## src/sfd_pkg.sv

```systemverilog
// Purpose: shared constants and carriers for the divider chain
// Assumes: one clock, divider inputs already synchronous
// Notes: counts are held at CNT_W bits for every divider channel
`default_nettype none
package sfd_pkg;
	// divider widths
	localparam int REF_W = 15;
	localparam int CNT_W = 17;
	localparam int FRAC_W = 4;
	localparam int RF_WORD_W = 19;
	// rf word field positions (bit 1 of the word is index 0)
	localparam int C_LSB = 8;
	localparam int B_LSB = 6;
	localparam int A_LSB = 4;
	localparam int NUM_LSB = 0;
	localparam int RANGE_BIT = 7;
	// prescaler base moduli and swallow weights
	localparam logic [4:0] P_LOW = 5'h08;
	localparam logic [4:0] P_HIGH = 5'h10;
	localparam logic [2:0] B_WEIGHT = 3'h4;
	localparam logic [3:0] IF_P = 4'h8;
	// fractional moduli
	localparam logic [4:0] MOD_15 = 5'h0F;
	localparam logic [4:0] MOD_16 = 5'h10;
	// smallest usable ratio of any counter
	localparam logic [CNT_W-1:0] MIN_RATIO = 17'h00003;
	// reset values
	localparam logic [RF_WORD_W-1:0] RF_WORD_RST = 19'h00000;
	localparam logic [FRAC_W-1:0] ACC_RST = 4'h0;
	// channel indices of the divider array
	localparam int CH_IF_R = 0;
	localparam int CH_RF_R = 1;
	localparam int CH_IF_N = 2;
	localparam int CH_RF_N = 3;
	localparam int NCH = 4;

	// rf feedback divider word
	typedef struct packed {
		logic [10:0] coarse;
		logic [1:0] mid;
		logic [1:0] low;
		logic [3:0] num;
	} sfd_rf_word_t;

	// if feedback divider word
	typedef struct packed {
		logic [11:0] coarse;
		logic [2:0] swallow;
	} sfd_if_word_t;

	// per-divider pulse bundle toward the phase detectors
	typedef struct packed {
		logic rf_feedback;
		logic if_feedback;
		logic rf_reference;
		logic if_reference;
	} sfd_pd_t;
endpackage
`default_nettype wire

```

## src/sfd_dividers.sv

```systemverilog
// Purpose: reference and feedback divider chain of a dual synthesizer
// Assumes: all inputs synchronous to clk_in; detector and overflow outputs are one-cycle pulses
// Notes: each divider counts rising edges of its sampled input
//
// Contract
// path select picks separate or common reference paths for both dividers.
// common path: if reference input clocks both reference dividers.
// separate path: each reference input clocks only its own divider.
// reference dividers are 15-bit, ratio 3 to 32767.
// rf feedback counts rf divider input, if feedback counts if input.
// rf feedback divider runs fractional or pure integer.
// rf word is 19 bits: 15 integer, 4 fractional.
// rf integer part: 2-bit low, 2-bit mid, 11-bit coarse counts.
// lower range: ratios 40..16383 fractional, 24 upward integer.
// upper range: ratios 80..32767 fractional, 48 upward integer.
// fractional modulus selectable fifteen or sixteen.
// if feedback: 3-bit swallow, 12-bit coarse, ratio 56..32767.
// if feedback divider is integer only.
// word bit 8 low selects lower range, high selects upper.
// word fields: coarse 19..9, mid 8..7, low 6..5, numerator 4..1.
// programmer always loads coarse of at least three.
// programmer checks small ratios before loading.
// locked output equals comparison rate times integer plus fraction.
// reference output feeds detector reference, feedback output the compared side.
// 4-bit accumulator driven by numerator, modulus chosen separately.
// each overflow swallows one extra input cycle that period.
// rf ratio is base times coarse plus four mid plus low.
// accumulator adds once per comparison cycle, wraps, flags overflow.
`default_nettype none
module sfd_dividers
	import sfd_pkg::*;
#(
	parameter int REF_BITS = REF_W
)(
	// clock and reset
	input  wire logic                 clk_in,
	input  wire logic                 resetn_in,
	// reference and divider inputs
	input  wire logic                 if_reference_input_in,
	input  wire logic                 rf_reference_input_in,
	input  wire logic                 rf_divider_input_in,
	input  wire logic                 if_divider_input_in,
	// configuration
	input  wire logic                 reference_path_select_in,
	input  wire logic [REF_BITS-1:0]  if_ref_ratio_in,
	input  wire logic [REF_BITS-1:0]  rf_ref_ratio_in,
	input  wire sfd_if_word_t         if_fb_word_in,
	input  wire logic                 rf_frac_mode_in,
	input  wire logic                 rf_frac_mod16_in,
	// rf feedback divider word load
	input  wire logic [RF_WORD_W-1:0] rf_feedback_divider_word_in,
	input  wire logic                 rf_word_load_in,
	// toward the phase detectors
	output var  sfd_pd_t              pd_pulses_out,
	// state visible outside
	output logic [RF_WORD_W-1:0]      rf_word_out,
	output logic [FRAC_W-1:0]         frac_acc_out,
	output logic                      frac_overflow_out
);

	// widths that the counters cannot serve are refused
	if (REF_BITS < 2 || REF_BITS > CNT_W - 1)
	begin : g_chk
		$error("sfd_dividers: REF_BITS out of range");
	end

	// stored rf word and fractional state
	logic [RF_WORD_W-1:0] rf_word_q;
	logic [FRAC_W-1:0]    acc_q;
	logic [FRAC_W-1:0]    acc_d;
	logic                 swallow_q;
	logic                 swallow_d;
	logic                 ovf_q;
	logic                 ovf_d;

	// input history for edge detection
	logic [3:0] in_prev_q;
	logic [3:0] in_now;
	logic [3:0] in_edge;

	// per-channel counter array
	logic [CNT_W-1:0] cnt_q [NCH];
	logic [CNT_W-1:0] ratio [NCH];
	logic [NCH-1:0]   ch_step;
	logic [NCH-1:0]   ch_wrap;
	logic [NCH-1:0]   pulse_q;

	// decoded rf word
	sfd_rf_word_t rf_w;
	logic         upper_range;
	logic [4:0]   p_base;
	logic [CNT_W-1:0] rf_int;
	logic [CNT_W-1:0] if_int;
	logic [4:0]   frac_mod;
	logic [5:0]   acc_sum;
	logic         acc_wrap;
	logic         cmp_tick;

	// inputs are synchronous, so a one-flop history gives the edges
	assign in_now = {rf_divider_input_in, if_divider_input_in,
		rf_reference_input_in, if_reference_input_in};
	assign in_edge = in_now & ~in_prev_q;

	// reference path routing
	assign ch_step[CH_IF_R] = in_edge[0];
	assign ch_step[CH_RF_R] = reference_path_select_in ? in_edge[0]
		: in_edge[1];
	// feedback dividers count their own signal inputs
	assign ch_step[CH_IF_N] = in_edge[2];
	assign ch_step[CH_RF_N] = in_edge[3];

	// rf word fields and prescaler range
	assign rf_w = sfd_rf_word_t'(rf_word_q);
	assign upper_range = rf_word_q[RANGE_BIT];
	assign p_base = upper_range ? P_HIGH : P_LOW;
	// integer ratio: base times coarse plus weighted swallows
	assign rf_int = CNT_W'(p_base * rf_w.coarse)
		+ CNT_W'(B_WEIGHT * rf_w.mid)
		+ CNT_W'(rf_w.low);
	// if divider: fixed 8 base with a 3-bit swallow, no fraction
	assign if_int = CNT_W'(IF_P * if_fb_word_in.coarse)
		+ CNT_W'(if_fb_word_in.swallow);

	// ratios below the floor are raised to it so no counter stalls
	assign ratio[CH_IF_R] = clamp(CNT_W'(if_ref_ratio_in));
	assign ratio[CH_RF_R] = clamp(CNT_W'(rf_ref_ratio_in));
	assign ratio[CH_IF_N] = clamp(if_int);
	// one extra input cycle whenever the accumulator wrapped
	assign ratio[CH_RF_N] = clamp(rf_int + CNT_W'(swallow_q));

	// floor every ratio at the smallest the counter can serve
	function automatic logic [CNT_W-1:0] clamp(input logic [CNT_W-1:0] r);
		clamp = (r < MIN_RATIO) ? MIN_RATIO : r;
	endfunction

	// fractional accumulator arithmetic
	assign frac_mod = rf_frac_mod16_in ? MOD_16 : MOD_15;
	assign acc_sum = 6'(acc_q) + 6'(rf_w.num);
	assign acc_wrap = acc_sum >= 6'(frac_mod);
	// one step per comparison cycle, taken at the rf reference output
	assign cmp_tick = ch_wrap[CH_RF_R];

	// next accumulator state; integer mode keeps it idle
	always_comb
	begin
		acc_d = acc_q;
		ovf_d = 1'b0;
		swallow_d = swallow_q;
		if (!rf_frac_mode_in)
		begin
			acc_d = ACC_RST;
			swallow_d = 1'b0;
		end
		else if (cmp_tick)
		begin
			acc_d = acc_wrap ? FRAC_W'(acc_sum - 6'(frac_mod))
				: acc_sum[FRAC_W-1:0];
			ovf_d = acc_wrap;
			// swallow applies to the feedback period now starting
			swallow_d = acc_wrap;
		end
	end

	// per-channel edge counters
	for (genvar i = 0; i < NCH; i++)
	begin : g_ch
		assign ch_wrap[i] = ch_step[i] && (cnt_q[i] >= ratio[i] - 1'b1);

		// count edges and restart at the programmed ratio
		always_ff @(posedge clk_in or negedge resetn_in)
		begin
			if (!resetn_in)
			begin
				cnt_q[i] <= '0;
				pulse_q[i] <= 1'b0;
			end
			else
			begin
				pulse_q[i] <= ch_wrap[i];
				if (ch_wrap[i])
					cnt_q[i] <= '0;
				else if (ch_step[i])
					cnt_q[i] <= cnt_q[i] + 1'b1;
			end
		end
	end

	// word register and input history
	always_ff @(posedge clk_in or negedge resetn_in)
	begin
		if (!resetn_in)
		begin
			rf_word_q <= RF_WORD_RST;
			in_prev_q <= 4'h0;
		end
		else
		begin
			in_prev_q <= in_now;
			if (rf_word_load_in)
				rf_word_q <= rf_feedback_divider_word_in;
		end
	end

	// fractional state
	always_ff @(posedge clk_in or negedge resetn_in)
	begin
		if (!resetn_in)
		begin
			acc_q <= ACC_RST;
			swallow_q <= 1'b0;
			ovf_q <= 1'b0;
		end
		else
		begin
			acc_q <= acc_d;
			swallow_q <= swallow_d;
			ovf_q <= ovf_d;
		end
	end

	// detector outputs: reference side and feedback side
	always_comb
	begin
		pd_pulses_out.if_reference = pulse_q[CH_IF_R];
		pd_pulses_out.rf_reference = pulse_q[CH_RF_R];
		pd_pulses_out.if_feedback = pulse_q[CH_IF_N];
		pd_pulses_out.rf_feedback = pulse_q[CH_RF_N];
	end

	// status straight from flops
	assign rf_word_out = rf_word_q;
	assign frac_acc_out = acc_q;
	assign frac_overflow_out = ovf_q;

endmodule
`default_nettype wire

```

## config.mk

```make
export PLATFORM = sky130hd
export DESIGN_NAME = sfd_dividers
export DESIGN_NICKNAME = d
export VERILOG_FILES = /design/src/sfd_pkg.sv /design/src/sfd_dividers.sv
export SDC_FILE = /design/constraint.sdc
export NUM_CORES = 1
export LEC_CHECK = 0
export ABC_AREA = 1
export CAP_MARGIN = 10
export CORE_UTILIZATION = 60
export CTS_CLUSTER_DIAMETER = 100
export CTS_CLUSTER_SIZE = 30
export DETAILED_ROUTE_END_ITERATION = 7
export DONT_BUFFER_PORTS = 1
export GPL_ROUTABILITY_DRIVEN = 0
export PLACE_DENSITY = 0.76
export SLEW_MARGIN = 20
export SYNTH_ARGS = -nofsm -noshare
export SYNTH_HDL_FRONTEND = slang
export SYNTH_SLANG_ARGS = --single-unit
```

## constraint.sdc

```tcl
create_clock -name clk_in -period 10.15 [get_ports clk_in]
set_clock_uncertainty 0.05 [all_clocks]
set_input_delay 0.5075 -clock clk_in [delete_from_list [all_inputs] [get_ports clk_in]]
set_output_delay 0.5075 -clock clk_in [all_outputs]
set_load 0.01 [all_outputs]
```

==> impl_metrics.tcl <==
set metrics [dict create \
    endpoint_kind "flip-flop" \
    wl_um 18200 \
    fin_crit_ps 5250 \
    hp-class "in2async" \
    grt_max_degree 102 \
    multi_input_comb_area_sq_um 5510 \
    synth_area_sq_um 8640 \
    final_cells 1386 \
    path_max_fanout 24 \
    power.leakage_nw 4.79 \
    failed_checks "hold timing" \
    ys_warn_count 0 \
    cts_sinks 101 \
    dpl.hpwl_um 14600 \
    power.density_nw_per_um2 140 \
    reg2reg_from "rf_word_out[7]$_DFFE_PN0P_" \
    slew_headroom 0.508 \
    fmax_ghz 0.190 \
    grt_pass1_vias 6888 \
    start_util 0.618 \
    fin_setup_tns_ps 0 \
    wire_per_inst_um 13.1 \
    ys_ff_latch 101 \
    cts_resized 0 \
    status "finished, violations left" \
    dp.cells 1369 \
    h-tree-depth 3 \
    ff_latch_area_sq_um 2530 \
    grt_pass1_wl_um 30600 \
    design_area_sq_um 9170 \
    firstDrtPassIters 5 \
    cts_tree "yes" \
    p_comb_frac 0.327 \
    placed_area_sq_um 8850 \
    crit_arrival_ps 5420 \
    internal-power_w 0.000803 \
    drc 0 \
    finalSetupViolations 0 \
    rsz0062_at_grt "no" \
    p_sw_w 0.000479 \
    drt_iter0_markers 327 \
    coreArea_sq_um 14000 \
    worstSkewPairLatency_ps 350 \
    crit_path_top_delay_cell "dfrtp_1" \
    cts_made_buffers 9 \
    synth-main-ff-cell "dfrtp_1" \
    synthCells 1188 \
    die_h_um 122 \
    fin_nets 1374 \
    ir_drop_mv 0.111 \
    area_growth_pct 6.10 \
    synth_largest_area_cell "dfrtp_1" \
    maxSlewViolCount 0 \
    antenna_found_initial 0 \
    synth_top_area_frac 0.292 \
    whs_ps -8.85 \
    vias 7476 \
    post-route-period-util 0.518 \
    clkTransAtPathRegs_ps 70 \
    worstPathRequired_ps 10320 \
    track_usage 0.258 \
    postCtsSetupRepairBufs 0 \
    synth-edff-count 0 \
    cts-root-buf "clkbuf_16" \
    switching_share 0.374 \
    die_w_um 122 \
    p_seq_frac 0.413 \
    portBuffers 0 \
    gr-total-overflow 0 \
    avgSynthCellArea_sq_um 7.27 \
    start_kind "flip-flop" \
    synth_most_common_cell "nand2_1" \
    nFillCells 1290 \
    ant_nets 0 \
    max_cap_viol_count 0 \
    drive_gt1_frac 0.0456 \
    cp-startpoint "rf_word_out[7]$_DFFE_PN0P_" \
    rows 43 \
    power_frac_clock 0.261 \
    diodes 0 \
    synth_common_cells "267 x nand2_1, 156 x inv_1, 144 x nor2_1" \
    synth_cell_types 47 \
    crit_type "reg2reg" \
    cp_slowest_stage_delay_ps 820 \
    synth.area.top_cells "dfrtp_1 29%, ha_1 14%, nand2_1 12%, inv_1 6.8%, nor2_1 6.3%" \
    pin_count 102 \
    vias_per_cell 5.39 \
    tightest_slew_ps 738 \
    hold_viol 3 \
    cts_buffer_depth 2 \
    critPathMostFrequentCell "nand2_1" \
    ys_seq_area_frac 0.292 \
    async_flop_share 1.00 \
    die-area_sq_um 14900 \
]
[logic make-up (layout without fill, tap and decap cells)]
family                   after synthesis  after routing  synth area share
AO/OA/AOI/OAI                        119            119            0.0786
multiplexers                           7              7           0.00912
buffers and inverters                169            175            0.0753
adder cells (fa/ha/maj)               99             99             0.145
other                                  2             14          0.000869
flip-flops                           101            101             0.292
AND/OR/NAND/NOR                      610            610             0.316
XOR/XNOR                              81             81            0.0830
[final timing paths]
kind / slack (ps) / cells after the start / endpoint
worst max-delay path: 4900 / 32 / cnt_q[15]$_DFFE_PN0P_
worst min-delay path: -9 / 1 / rf_word_out[7]$_DFFE_PN0P_
worst max register to register: 4900 / 32 / cnt_q[15]$_DFFE_PN0P_
worst min register to register: 500 / 2 / cnt_q[52]$_DFFE_PN0P_
max in group asynchronous: 9610 / 1 / cnt_q[59]$_DFFE_PN0P_
min in group clk_in: 130 / 0 / in_prev_q[2]$_DFF_PN0_
[layout by cell type (no fill, tap or decap), types with 3 or more instances in the layout]
master | netlist | routed
nand2_1 | 267 | 267
inv_1 | 156 | 156
nor2_1 | 144 | 144
dfrtp_1 | 101 | 101
ha_1 | 97 | 97
nand3_1 | 61 | 61
xor2_1 | 57 | 57
o21ai_0 | 46 | 46
a21oi_1 | 43 | 43
nor3_1 | 40 | 40
nand4_1 | 38 | 38
xnor2_1 | 23 | 23
conb_1 | 2 | 14
nand2_2 | 10 | 10
nor4_1 | 9 | 9
clkbuf_16 | 0 | 9
a21o_1 | 8 | 8
and2_1 | 7 | 7
mux2_2 | 7 | 7
nor2_2 | 6 | 6
nand3b_1 | 5 | 5
nor3b_1 | 5 | 5
o31ai_1 | 5 | 5
a211oi_1 | 5 | 5
nor2_4 | 4 | 4
nor3_2 | 4 | 4
o21bai_1 | 3 | 3
a31oi_1 | 3 | 3
and3_1 | 3 | 3
[repair_timing]
action	CTS	global route
hold buffers	1	0
setup endpoints to repair	0	0
hold endpoints to repair	101	0
[through the flow]
step | hold WS (ps) | utilization | worst slack, ps | total power, W
floorplan | 162 | - | 5540 | 0.000851
global placement | 166 | 0.633 | 5100 | 0.000928
detailed placement | 166 | 0.633 | 4900 | 0.000942
CTS | 56.7 | 0.655 | 4870 | 0.00129
global route | 37.9 | 0.655 | 4210 | 0.00139
finish | -8.85 | 0.655 | 4900 | 0.00128
[power by group through the flow]
stage | combinational, W | clock, W | sequential, W
floorplan | 0.000339 | 0 | 0.000512
global placement | 0.000393 | 0 | 0.000535
detailed placement | 0.000406 | 0 | 0.000536
CTS | 0.000418 | 0.000343 | 0.000529
global route | 0.000492 | 0.000357 | 0.000537
finish | 0.000419 | 0.000334 | 0.000529
[layout make-up]
| class | instances | share of cell area |
|---|---|---|
| clock buffer | 12 | 0.0280 |
| clock inverter | 4 | 0.00328 |
| inverter | 158 | 0.0647 |
| multi-input combinational | 930 | 0.601 |
| sequential | 101 | 0.276 |
| tap | 180 | 0.0246 |
| timing repair buffer | 1 | 0.00300 |
[critical path, delay by kind of cell, from the launching register on]
kind | cells | cell delay, ps
compound gates | 2 | 220
xor+xnor | 1 | 150
flops | 1 | 820
simple gates | 20 | 2190
fa+ha+maj | 3 | 730
buf+inv | 6 | 950
[routing by layer]
layer / part of all wire / vias up / GRT usage
li1: - / 3908 / -
met1: 0.46 / 3406 / 0.330
met2: 0.48 / 136 / 0.434
met3: 0.041 / 26 / 0.0543
met4: 0.018 / 0 / 0.0787
met5: 0 / - / 0
[registers in the layout (all words and copies together), names as in the netlist]
register,flops
in_prev_q,4
rf_word_out,19
cnt_q,68
frac_acc_out,4
pd_pulses_out,4
frac_overflow_out,1
swallow_q,1
Power figures use the tool's default switching activity.
